`src/design/ospc_pkg.sv`:
```
// Package with register map, field positions and timing constants for the clock controller
package ospc_pkg;

	// Register indices on the plain register port
	localparam logic [3:0] OSPC_ADDR_HF_CTRL   = 4'h0;	// hf_xosc_control_a
	localparam logic [3:0] OSPC_ADDR_LF_CTRL   = 4'h1;	// lf_xosc_control_a
	localparam logic [3:0] OSPC_ADDR_PLL_CTRL  = 4'h2;	// pll_control_a
	localparam logic [3:0] OSPC_ADDR_STATUS    = 4'h3;	// main_clock_status
	localparam logic [3:0] OSPC_ADDR_IRQ_STAT  = 4'h4;	// Sticky event flags
	localparam logic [3:0] OSPC_ADDR_IRQ_MASK  = 4'h5;	// Interrupt mask

	// Control register fields
	localparam int OSPC_BIT_ENABLE   = 0;	// Oscillator / PLL enable
	localparam int OSPC_BIT_HF_EXTERNAL_INPUT_SELECT    = 1;	// hf_external_input_select (1 = external clock)
	localparam int OSPC_BIT_PLLSRC   = 1;	// PLL source (1 = hf external oscillator)
	localparam int OSPC_BIT_RUNSTBY  = 7;	// run_in_standby

	// Status fields
	localparam int OSPC_BIT_EXTERNAL_CLOCK_READY_FLAG     = 0;	// external_clock_ready_flag
	localparam int OSPC_BIT_LFS      = 1;	// 32 kHz oscillator ready flag
	localparam int OSPC_BIT_PLL_READY_FLAG     = 2;	// pll_ready_flag

	// Reset values
	localparam logic [7:0] OSPC_CTRL_RST = 8'h00;
	localparam logic [2:0] OSPC_FLAG_RST = 3'h0;

	// PLL lock time and its cycle count at 40 MHz
	localparam int OSPC_CLK_MHZ      = 40;
	localparam int OSPC_PLL_LOCK_NS  = 400;
	localparam int OSPC_PLL_LOCK_CYC = (OSPC_PLL_LOCK_NS * OSPC_CLK_MHZ + 999) / 1000;
	localparam logic [7:0] OSPC_PLL_LOCK_MAX = 8'(OSPC_PLL_LOCK_CYC);

	// PLL controller states
	typedef enum logic [1:0]
	{
		OSPC_PLL_OFF  = 2'b00,
		OSPC_PLL_LOCK = 2'b01,
		OSPC_PLL_RUN  = 2'b10
	} ospc_pll_st_t;

endpackage : ospc_pkg

```
`src/design/ospc_ready_flag.sv`:
```
// Ready flag that follows the source; with gating in force, only while a request is present
`timescale 1ns/10ps
module ospc_ready_flag
(
	// Clock and reset
	input  wire logic  clock,
	input  wire logic  rst,
	// Inputs
	input  wire logic  src_ready,
	input  wire logic  req,
	input  wire logic  gate_need,
	// Flag
	output logic       flag_q
);
	import ospc_pkg::*;

	////////////////////////////////////////////////////////////////
	// With gating in force the flag updates only under a request
	always_ff @(posedge clock)
	begin
		if (rst)
			flag_q <= 1'b0;
		else if (!gate_need || req)
			flag_q <= src_ready;
	end

	gated_hold_a: assert property (@(posedge clock) disable iff (rst)
		(gate_need && !req) |=> $stable(flag_q)) else $error("flag moved without request");

endmodule : ospc_ready_flag

```
`src/design/ospc_req_merge.sv`:
```
// Merges peripheral clock requests and keeps an oscillator running
`timescale 1ns/10ps
module ospc_req_merge
(
	// Clock and reset
	input  wire logic        clock,
	input  wire logic        rst,
	// Control
	input  wire logic        enable,
	input  wire logic        sleeping,
	input  wire logic [1:0]  periph_req,
	// Result
	output logic             req_q,
	output logic             run_q
);
	import ospc_pkg::*;

	////////////////////////////////////////////////////////////////
	// One request line per oscillator; starts it and gates its flag
	always_ff @(posedge clock)
	begin
		if (rst)
			req_q <= 1'b0;
		else
			req_q <= |periph_req;
	end

	// Run while requested; standby bit never keeps it alive in sleep
	always_ff @(posedge clock)
	begin
		if (rst)
			run_q <= 1'b0;
		else
			run_q <= (|periph_req) | (enable & ~sleeping);
	end

	request_start_a: assert property (@(posedge clock) disable iff (rst)
		(|periph_req) |=> run_q) else $error("requested oscillator not running");
	sleep_stop_a: assert property (@(posedge clock) disable iff (rst)
		(sleeping && !(|periph_req)) |=> !run_q) else $error("oscillator kept alive in sleep");

endmodule : ospc_req_merge

```
`src/design/ospc_top.sv`:
```
// Oscillator and PLL status controller with register port and interrupt
`timescale 1ns/10ps
module ospc_top
(
	// Clock and reset
	input  wire logic        clock,
	input  wire logic        rst,
	// Register port
	input  wire logic [3:0]  reg_addr,
	input  wire logic [7:0]  reg_wdata,
	input  wire logic        reg_wr,
	input  wire logic        reg_rd,
	output logic      [7:0]  reg_rdata,
	// Peripheral clock requests: bit0 real-time counter, bit1 timer_type_d
	input  wire logic [1:0]  hf_req,
	input  wire logic [1:0]  lf_req,
	input  wire logic        pll_req,
	// Oscillator readiness from analog cells
	input  wire logic        hf_src_ready,
	input  wire logic        lf_src_ready,
	// Sleep indication
	input  wire logic        sleeping,
	// Oscillator run controls
	output logic             hf_run,
	output logic             lf_run,
	output logic             pll_run,
	// Interrupt
	output logic             irq
);
	import ospc_pkg::*;

	////////////////////////////////////////////////////////////////
	// Control registers
	logic [7:0]    hf_ctrl_q;	// hf_xosc_control_a
	logic [7:0]    lf_ctrl_q;	// lf_xosc_control_a
	logic [7:0]    pll_ctrl_q;	// pll_control_a
	logic [2:0]    irq_stat_q;	// Sticky ready events
	logic [2:0]    irq_mask_q;	// Interrupt mask
	// Ready flags and their event logic
	logic [2:0]    flags_prev_q;	// For rising edge detection
	logic [2:0]    flags;	// Current ready flags
	logic [2:0]    flag_rise;	// Flag set events
	logic [2:0]    clr_vec;	// Write-one-to-clear vector
	// Merged requests, run controls and PLL state
	logic          hf_req_q;	// Merged hf request
	logic          lf_req_q;	// Merged lf request
	logic          hf_run_q;	// hf cell run, before the output flop
	logic          lf_run_q;	// 32 kHz cell run, before the output flop
	logic          pll_ok;	// PLL allowed to run
	logic [7:0]    lock_cnt_q;	// Lock timer
	logic          pll_ready_flag_q;	// pll_ready_flag
	ospc_pll_st_t  pll_st_q;	// PLL controller state
	logic          wr_hf;	// Write to hf control
	logic          wr_lf;	// Write to 32 kHz control
	logic          wr_pll;	// Write to PLL control

	// Write decodes, one per control register
	assign wr_hf  = reg_wr && (reg_addr == OSPC_ADDR_HF_CTRL);
	assign wr_lf  = reg_wr && (reg_addr == OSPC_ADDR_LF_CTRL);
	assign wr_pll = reg_wr && (reg_addr == OSPC_ADDR_PLL_CTRL);

	// Control register writes
	always_ff @(posedge clock)
	begin
		if (rst)
		begin
			// Everything off after reset; software enables each source
			hf_ctrl_q  <= OSPC_CTRL_RST;
			lf_ctrl_q  <= OSPC_CTRL_RST;
			pll_ctrl_q <= OSPC_CTRL_RST;
			irq_mask_q <= OSPC_FLAG_RST;
		end
		else
		begin
			// Each register loads only on its own index; other indices are ignored
			if (wr_hf)
				hf_ctrl_q <= reg_wdata;
			if (wr_lf)
				lf_ctrl_q <= reg_wdata;
			if (wr_pll)
				pll_ctrl_q <= reg_wdata;
			// Only three mask bits exist; upper write bits are dropped
			if (reg_wr && (reg_addr == OSPC_ADDR_IRQ_MASK))
				irq_mask_q <= reg_wdata[2:0];
		end
	end

	////////////////////////////////////////////////////////////////
	// Request merging and run control per oscillator
	// Both oscillators share one merge module; only their enables and request inputs differ
	ospc_req_merge u_hf_merge
	(
		.clock      (clock),
		.rst        (rst),
		.enable     (hf_ctrl_q[OSPC_BIT_ENABLE]),
		.sleeping   (sleeping),
		.periph_req (hf_req),
		.req_q      (hf_req_q),
		.run_q      (hf_run_q)
	);

	ospc_req_merge u_lf_merge
	(
		.clock      (clock),
		.rst        (rst),
		.enable     (lf_ctrl_q[OSPC_BIT_ENABLE]),
		.sleeping   (sleeping),
		.periph_req (lf_req),
		.req_q      (lf_req_q),
		.run_q      (lf_run_q)
	);

	////////////////////////////////////////////////////////////////
	// Ready flags; gating applies when standby is set on an external clock
	// Readiness counts only while the cell is told to run, so a stopped cell clears the flag unless gating holds it
	ospc_ready_flag u_external_clock_ready_flag
	(
		.clock     (clock),
		.rst       (rst),
		.src_ready (hf_src_ready & hf_run_q),
		.req       (hf_req_q),
		.gate_need (hf_ctrl_q[OSPC_BIT_HF_EXTERNAL_INPUT_SELECT] & hf_ctrl_q[OSPC_BIT_RUNSTBY]),
		.flag_q    (flags[OSPC_BIT_EXTERNAL_CLOCK_READY_FLAG])
	);

	// The 32 kHz flag never gates; its standby bit has no effect on reporting
	ospc_ready_flag u_lfs
	(
		.clock     (clock),
		.rst       (rst),
		.src_ready (lf_src_ready & lf_run_q),
		.req       (lf_req_q),
		.gate_need (1'b0),
		.flag_q    (flags[OSPC_BIT_LFS])
	);

	assign flags[OSPC_BIT_PLL_READY_FLAG] = pll_ready_flag_q;

	// Gated and unrequested, a clear flag must stay clear
	external_clock_ready_flag_gate_a: assert property (@(posedge clock) disable iff (rst)
		(hf_ctrl_q[OSPC_BIT_HF_EXTERNAL_INPUT_SELECT] && hf_ctrl_q[OSPC_BIT_RUNSTBY] && !hf_req_q && !flags[OSPC_BIT_EXTERNAL_CLOCK_READY_FLAG])
		|=> !flags[OSPC_BIT_EXTERNAL_CLOCK_READY_FLAG]) else $error("external flag set without request");
	// Under a request the flag shows the cell's readiness one cycle later
	external_clock_ready_flag_report_a: assert property (@(posedge clock) disable iff (rst)
		hf_req_q |=> (flags[OSPC_BIT_EXTERNAL_CLOCK_READY_FLAG] == $past(hf_src_ready && hf_run_q)))
		else $error("requested external flag not reporting");

	////////////////////////////////////////////////////////////////
	// PLL: external source needs hf in external-clock mode, never crystal
	// The hf cell must also be running, or the PLL would try to lock on a dead input
	assign pll_ok = pll_ctrl_q[OSPC_BIT_ENABLE] &&
		(!pll_ctrl_q[OSPC_BIT_PLLSRC] || (hf_ctrl_q[OSPC_BIT_HF_EXTERNAL_INPUT_SELECT] && hf_run_q));

	// PLL state machine with lock timer
	always_ff @(posedge clock)
	begin
		if (rst)
		begin
			pll_st_q   <= OSPC_PLL_OFF;
			lock_cnt_q <= 8'h00;
		end
		else if (!pll_ok || (sleeping && !pll_req))
		begin
			// Forced stop: PLL disabled, source unusable, or asleep with no requester
			pll_st_q   <= OSPC_PLL_OFF;
			lock_cnt_q <= 8'h00;
		end
		else
		begin
			unique case (pll_st_q)
				OSPC_PLL_OFF:
					// Start locking on the first enabled cycle
					pll_st_q <= OSPC_PLL_LOCK;
				OSPC_PLL_LOCK:
				begin
					// Count lock time before declaring the PLL running
					if (lock_cnt_q >= OSPC_PLL_LOCK_MAX - 8'h01)
						pll_st_q <= OSPC_PLL_RUN;
					else
						lock_cnt_q <= lock_cnt_q + 8'h01;
				end
				OSPC_PLL_RUN:
					// Stay locked until a forced stop
					pll_st_q <= OSPC_PLL_RUN;
				default:
					// Unused code 2'b11 falls back to off
					pll_st_q <= OSPC_PLL_OFF;
			endcase
		end
	end

	// PLL ready flag: standby set without a requester blocks it for as long as that lasts
	// Limitation: software cannot see lock while standby is set and nothing requests the PLL
	always_ff @(posedge clock)
	begin
		if (rst)
			pll_ready_flag_q <= 1'b0;
		else if (pll_ctrl_q[OSPC_BIT_RUNSTBY] && !pll_req)
			pll_ready_flag_q <= 1'b0;
		else
			pll_ready_flag_q <= (pll_st_q == OSPC_PLL_RUN);
	end

	// Standby without a requester keeps the flag low
	pll_ready_flag_block_a: assert property (@(posedge clock) disable iff (rst)
		(pll_ctrl_q[OSPC_BIT_RUNSTBY] && !pll_req) |=> !pll_ready_flag_q) else $error("pll flag set without request");
	// External source on a crystal keeps the PLL stopped
	pll_crystal_a: assert property (@(posedge clock) disable iff (rst)
		(pll_ctrl_q[OSPC_BIT_PLLSRC] && !hf_ctrl_q[OSPC_BIT_HF_EXTERNAL_INPUT_SELECT]) |=> pll_st_q == OSPC_PLL_OFF)
		else $error("pll ran from crystal");
	// Asleep with no requester the PLL is stopped
	pll_sleep_a: assert property (@(posedge clock) disable iff (rst)
		(sleeping && !pll_req) |=> pll_st_q == OSPC_PLL_OFF) else $error("pll kept alive in sleep");
	// The ready flag rises only after the controller reached run
	pll_ready_flag_locked_a: assert property (@(posedge clock) disable iff (rst)
		pll_ready_flag_q |-> $past(pll_st_q == OSPC_PLL_RUN)) else $error("pll flag set before lock");

	////////////////////////////////////////////////////////////////
	// Sticky interrupt status; a new set wins over a clear
	// Edge history resets to the flags' reset value, so no false event follows reset
	assign flag_rise = flags & ~flags_prev_q;
	assign clr_vec   = (reg_wr && (reg_addr == OSPC_ADDR_IRQ_STAT)) ? reg_wdata[2:0] : 3'h0;

	always_ff @(posedge clock)
	begin
		if (rst)
		begin
			flags_prev_q <= OSPC_FLAG_RST;
			irq_stat_q   <= OSPC_FLAG_RST;
		end
		else
		begin
			flags_prev_q <= flags;
			irq_stat_q   <= (irq_stat_q & ~clr_vec) | flag_rise;
		end
	end

	// Interrupt output registered
	// Built from the next status value so it changes in the same cycle as the status register, not one later
	always_ff @(posedge clock)
	begin
		if (rst)
			irq <= 1'b0;
		else
			irq <= |(((irq_stat_q & ~clr_vec) | flag_rise) & irq_mask_q);
	end

	////////////////////////////////////////////////////////////////
	// Read data, one cycle after the strobe; unmapped reads zero
	// Zero outside the answer cycle, so stale data never linger on the port
	always_ff @(posedge clock)
	begin
		if (rst)
			reg_rdata <= 8'h00;
		else if (reg_rd)
		begin
			unique case (reg_addr)
				OSPC_ADDR_HF_CTRL:  reg_rdata <= hf_ctrl_q;
				OSPC_ADDR_LF_CTRL:  reg_rdata <= lf_ctrl_q;
				OSPC_ADDR_PLL_CTRL: reg_rdata <= pll_ctrl_q;
				// Flag registers pad the upper bits with zero
				OSPC_ADDR_STATUS:   reg_rdata <= {5'h00, flags};
				OSPC_ADDR_IRQ_STAT: reg_rdata <= {5'h00, irq_stat_q};
				OSPC_ADDR_IRQ_MASK: reg_rdata <= {5'h00, irq_mask_q};
				default:            reg_rdata <= 8'h00;
			endcase
		end
		else
			reg_rdata <= 8'h00;
	end

	// Run outputs registered
	// The PLL counts as running from the first lock cycle on
	always_ff @(posedge clock)
	begin
		if (rst)
		begin
			hf_run  <= 1'b0;
			lf_run  <= 1'b0;
			pll_run <= 1'b0;
		end
		else
		begin
			hf_run  <= hf_run_q;
			lf_run  <= lf_run_q;
			pll_run <= (pll_st_q != OSPC_PLL_OFF);
		end
	end

	////////////////////////////////////////////////////////////////
	// Checks on the interrupt and the register port
	// Interrupt level follows any unmasked status bit unless a write intervenes
	irq_level_a: assert property (@(posedge clock) disable iff (rst)
		(|(irq_stat_q & irq_mask_q) && !reg_wr) |=> irq) else $error("interrupt not raised");
	// Read data are zero outside the answer cycle
	rdata_idle_a: assert property (@(posedge clock) disable iff (rst)
		!reg_rd |=> reg_rdata == 8'h00) else $error("read data outside answer cycle");

endmodule : ospc_top

```
`config.mk`:
```
export PLATFORM = sky130hd
export DESIGN_NAME = ospc_top
export DESIGN_NICKNAME = d
export VERILOG_FILES = /design/src/design/ospc_pkg.sv /design/src/design/ospc_ready_flag.sv /design/src/design/ospc_req_merge.sv /design/src/design/ospc_top.sv
export SDC_FILE = /design/constraint.sdc
export NUM_CORES = 1
export LEC_CHECK = 0
export ABC_AREA = 1
export BUFFER_PORTS_ARGS = -buffer_cell sky130_fd_sc_hd__buf_4
export CORE_MARGIN = 2
export CORE_UTILIZATION = 50
export CTS_BUF_LIST = sky130_fd_sc_hd__clkbuf_8 sky130_fd_sc_hd__clkbuf_16
export DETAILED_ROUTE_END_ITERATION = 10
export GPL_ROUTABILITY_DRIVEN = 0
export PLACE_DENSITY = 0.7
export SLEW_MARGIN = 20
export SYNTH_ARGS = -nofsm -noshare
export SYNTH_HDL_FRONTEND = slang
export SYNTH_SLANG_ARGS = --single-unit
export TNS_END_PERCENT = 10
```
`constraint.sdc`:
```
create_clock -name clock -period 1.7 [get_ports clock]
set_input_delay 0.34 -clock clock [delete_from_list [all_inputs] [get_ports clock]]
set_output_delay 0.34 -clock clock [all_outputs]
set_load 0.02 [all_outputs]
```
==> Word-level counts from Yosys, hierarchy flattened <==
Cells that the tools add are included.
{ "word_totals": {"regBits": 61, "inputBits": 24, "out_inout_bits": 12} }
{ "op_classes": {"n_addsub": 1, "order_cmp": 1, "eq_ne": 8, "mux": 4, "bitwise_logic": 16, "reduce_logical": 26} }
{ "ops": {"columns": ["op", "n"], "rows": [
  ["$pmux 8 s6", 1],
  ["$reduce_or 2->1", 5],
  ["$and 3x3->3", 3],
  ["$logic_and 1x1->1", 9],
  ["$add 8x1->8 const B", 1],
  ["$eq 4x2->1 const B", 2],
  ["$eq 4x3->1 const B", 2],
  ["$ge 8x4->1 const B", 1],
  ["$not 3->3", 2],
  ["$pmux 2 s3", 1],
  ["$and 1x1->1", 5],
  ["$eq 4x1->1 const B", 1],
  ["$logic_not 1->1", 4],
  ["$logic_not 4->1", 1],
  ["$logic_or 1x1->1", 3],
  ["$mux 3", 1],
  ["$not 1->1", 3],
  ["$or 3x3->3", 1],
  ["$reduce_or 3->1", 1],
  ["$eq 2x1->1 const B", 1],
  ["$eq 2x2->1 const B", 1],
  ["$logic_not 2->1", 1],
  ["$mux 2", 1],
  ["$ne 2x2->1 const B", 1],
  ["other kinds (3)", 4]
]} }

==> Longest topological paths before layout <==
{ "depth": {"ltp_word": 8, "depth_mapped": 8, "ltp_nobuf": 8} }

==> Modules after synthesis <==
Synthesis repeated with hierarchy kept, for this count alone.
{ "hier_totals": {"hier_cells": 327, "area_unflattened_um2": 2592.5} }
{ "modules_own_cells": {"columns": ["mod", "n_inst", "cells_each", "area_each_um2"], "rows": [
  ["ospc_top", 1, 295, 2347.3],
  ["ospc_req_merge", 2, 8, 68.8],
  ["ospc_ready_flag", 2, 8, 53.8]
]} }

==> Worst setup path after synthesis <==
OpenSTA, ideal clock, no wires.
{ "synth_timing": {"kind": "register to register", "from": "register lock_cnt_q[0]", "to": "register lock_cnt_q[1]", "setup_time_ps": 126, "t_arrival_ps": 1230, "required_ps": 1574, "slack_ps": 343, "path_stages_with_launch": 8, "n_path_buf": 0, "cell_sequence": "dfxtp_1 ha_1 nand3_1 nand3_1 nor2_1 inv_1 nand2_1 a21oi_1"} }
{ "synth_via": {"elab_chain_len": 3, "elab_cells_between_ends": 4, "cone_classes": "1 x add/sub; 1 x order compare; 1 x bitwise; 1 x reduce/logical"} }
{ "synth_rtl": {"columns": ["item", "line_no", "rtl"], "rows": [
  ["start: declaration", "ospc_top.sv:50", "logic [7:0] lock_cnt_q;"],
  ["start signal: assignment", "ospc_top.sv:180", "lock_cnt_q <= lock_cnt_q + 8'h01;"],
  ["$ge 8x4->1", "ospc_top.sv:177", "if (lock_cnt_q >= OSPC_PLL_LOCK_MAX - 8'h01)"],
  ["$not 1->1 (no line)", null, null],
  ["$reduce_and 2->1 (no line)", null, null]
]} }
Parallel ways exist; a longest one is shown, timed or not.
A chain may end at the register's enable or synchronous reset.

==> Final worst setup path <==
Same ends and word-level chain as after synthesis.

==> flow_summary.json <==
{
  "result_of_the_run": "finished clean",
  "cts_buffers": 9,
  "syn-instance-count": 314,
  "cap_viol_max_count": 0,
  "cts_resized": 0,
  "chipHeight_um": 74.4,
  "routed-via-count": 2105,
  "globalRouteTotalUtil_pct": 21.3,
  "grt_start_max_net_pins": 24,
  "total_number_of_nets_in_the_final_design": 384,
  "worstPathMaxFanout": 9,
  "multi_input_area_um2": 1010,
  "postSynthNetCount": 343,
  "areaGrowthSynthToFinish_pct": 21.9,
  "grt_setup_unrepaired": "no",
  "core.rowCount": 25,
  "timing.final.ws_setup_ns": 0.351,
  "dieArea_um2": 5540,
  "fmax_ghz": 0.741,
  "synthesis.area_um2": 2480,
  "number_of_inserted_filler_cells_in_the_final_layout": 455,
  "postCtsSetupRepairBufs": 0,
  "antenna_cells_inserted": 0,
  "coreArea_um2": 4750,
  "critical_path_required_ns": 1.96,
  "hold_path_class": "input pin to register",
  "timing_hold_violations_final": 0,
  "vdd.ir_drop.worst_uv": 553,
  "count_of_synthesis_stage_warnings_from_yosys": 0,
  "avgViaCountPerCell": 4.93,
  "slew_viol_final": 0,
  "antenna_found_initial": 0,
  "synth_sequential_area_ratio_pct": 49.2,
  "tightest_slew_ns": 0.308,
  "timing_worst_setup_path_type": "register to register",
  "setup-violations-final": 0,
  "first_global_vias": 1955,
  "worst_setup_hold_path_clk_slew_ns": 0.07,
  "drc": 0,
  "port_bufs": 35,
  "syn_area_per_cell_um2": 7.90,
  "detail_route.first_pass.iterations": 4,
  "place_hpwl_um": 3840,
  "synth-edff-count": 0,
  "placement.setup.worst_slack_ns": 0.220,
  "p_per_area_nw_per_um2": 1020,
  "cts_hold_buf": 0,
  "synth-main-ff-cell": "sky130_fd_sc_hd__dfxtp_1",
  "initialDrtViolationCount": 150,
  "clock_insertion_delay_worst_skew_ns": 0.33,
  "period_minus_slack_ns": 1.35,
  "synth_commonest_cells": "61 x sky130_fd_sc_hd__dfxtp_1, 51 x sky130_fd_sc_hd__nand2_1, 44 x sky130_fd_sc_hd__inv_1",
  "instances_no_fill": 427,
  "cp-start-kind": "register",
  "clock_sinks": 61,
  "critical_path_arrival_ns": 1.61,
  "design_power_uw": 3080,
  "post_route_cells_drive_above_1_share_pct": 19.4,
  "seqCellArea_um2": 1220,
  "p_leak_uw": 0.00125,
  "fin_crit_sh_pct": 79.3,
  "worst_max_slew_margin_expressed_relative_to_the_limit_pct": 79.4,
  "root_buffer": "sky130_fd_sc_hd__clkbuf_8",
  "tritoncts_clock_tree": "built",
  "htreeDepth": 3,
  "initial_core_util_pct": 52.2,
  "io_pins": 36,
  "clock_tree.buffer_depth": 2,
  "netlist-cell-type-count": 28,
  "fin_skew_ns": 0.00552,
  "post_drt_wl_per_cell_um": 12.4,
  "post_synth_main_area_contributors": "sky130_fd_sc_hd__dfxtp_1 49%, sky130_fd_sc_hd__a21oi_1 7.9%, sky130_fd_sc_hd__nand2_1 7.7%",
  "detailed_route_wire_length_um": 5280,
  "die_width_um": 74.4,
  "ant_nets": 0,
  "async_flop_share_pct": 0,
  "yosys_register_bits": 61,
  "grt.overflow.total": 0,
  "endpoint_type_of_the_worst_setup_path": "register",
  "placed_cells": 411,
  "grt_pass1_wl_um": 8900,
  "synthDominantAreaCellType": "sky130_fd_sc_hd__dfxtp_1",
  "timing.setup.tns_ns": 0,
  "synth_top_area_share_pct": 49.2,
  "synthMostInstantiatedCell": "sky130_fd_sc_hd__dfxtp_1"
}
[kinds of logic (layout without fill, tap and decap cells)]
family	count (synthesis)	count (layout)	synth area share, %
AOI/OAI and AO/OA	70	70	14.8
xor gates and xnor gates	1	1	0.353
adders and majority gates	5	5	2.52
buffers and inverters	57	103	9.94
DFF	61	61	49.2
and+or+nand+nor	120	120	23.1
[report_power, final]
part | total [uW] | leakage [uW] | internal [uW] | switching, uW
sequential | 1470 | 0.000494 | 1460 | 10.8
combinational | 184 | 0.000630 | 72.3 | 111
clock | 1430 | 0.000121 | 895 | 539
total | 3080 | 0.00125 | 2420 | 661
[cell usage in the layout, fill, tap and decap left out]
master                      count
sky130_fd_sc_hd__nand3_1       24
sky130_fd_sc_hd__nand3_4        1
sky130_fd_sc_hd__o211ai_1       1
sky130_fd_sc_hd__inv_1         45
sky130_fd_sc_hd__o21ai_1        4
sky130_fd_sc_hd__o21ai_0       20
sky130_fd_sc_hd__a21oi_1       39
sky130_fd_sc_hd__nor3b_1        1
sky130_fd_sc_hd__nand2_2        2
sky130_fd_sc_hd__inv_4          3
sky130_fd_sc_hd__ha_1           5
sky130_fd_sc_hd__or2_2          2
sky130_fd_sc_hd__nand4_1        6
sky130_fd_sc_hd__clkbuf_8      11
sky130_fd_sc_hd__nor2_1        25
sky130_fd_sc_hd__clkinv_2       2
sky130_fd_sc_hd__o22ai_1        3
sky130_fd_sc_hd__inv_2          1
sky130_fd_sc_hd__nand3b_1       1
sky130_fd_sc_hd__bufinv_16      2
sky130_fd_sc_hd__o21ai_2        1
sky130_fd_sc_hd__nor2_4         3
sky130_fd_sc_hd__nand2_4        3
sky130_fd_sc_hd__xnor2_1        1
sky130_fd_sc_hd__nor3_1         1
sky130_fd_sc_hd__buf_4         39
sky130_fd_sc_hd__nand2_1       51
sky130_fd_sc_hd__dfxtp_1       61
sky130_fd_sc_hd__o221ai_1       2
[worst paths after layout]
kind | startpoint | to | slack (ns) | cells past startpoint
worst max-delay path | lock_cnt_q[0]$_SDFFE_PP0P_ | lock_cnt_q[1]$_SDFFE_PP0P_ | 0.35 | 8
worst min-delay path | lf_src_ready | u_lfs.flag_q$_SDFF_PP0_ | 0.23 | 3
worst max register to register | lock_cnt_q[0]$_SDFFE_PP0P_ | lock_cnt_q[1]$_SDFFE_PP0P_ | 0.35 | 8
worst min register to register | u_lf_merge.run_q$_SDFF_PP0_ | lf_run$_SDFF_PP0_ | 0.42 | 2
[layer usage]
metal	vias to the layer above	share of wire (%)	track usage, %
met4	0	1.2	7.14
met5	-	0	0
met3	6	5.9	5.83
met1	934	47	28.7
li1	1102	-	-
met2	63	46	33.3
[metrics by stage]
stage                     hold WS [ns]  util, %  instance area, um2
after detailed placement         0.418     58.8                2800
final                            0.226     63.6                3020
after floorplan                  0.403        -                2480
after global placement           0.415     58.8                2800
after global routing             0.216     63.6                3020
after CTS                        0.224     63.6                3020
[worst max-delay path, stage by stage, from the launching register on]
cell	delay, ns
sky130_fd_sc_hd__dfxtp_1	0.39
sky130_fd_sc_hd__ha_1	0.22
sky130_fd_sc_hd__nand3_1	0.10
sky130_fd_sc_hd__nand3_1	0.07
sky130_fd_sc_hd__nor2_1	0.04
sky130_fd_sc_hd__buf_4	0.16
sky130_fd_sc_hd__inv_1	0.12
sky130_fd_sc_hd__nand2_1	0.06
sky130_fd_sc_hd__a21oi_1	0.12
[cell type report]
cell class / instances / share of cell area [%]
Multi-Input combinational cell: 196 / 33.5
Tap cell: 67 / 2.77
Sequential cell: 61 / 40.4
Clock inverter: 5 / 2.44
Inverter: 48 / 6.21
Timing Repair Buffer: 39 / 9.69
Clock buffer: 11 / 5.01
[sequential cells by signal, indices dropped and copies added, names as in the netlist, 2 cells and up]
signal / cells
flags_prev_q: 3
hf_ctrl_q: 8
irq_mask_q: 3
irq_stat_q: 3
lf_ctrl_q: 8
lock_cnt_q: 8
pll_ctrl_q: 8
pll_st_q: 2
reg_rdata: 8
Power figures use the tool's default switching activity.
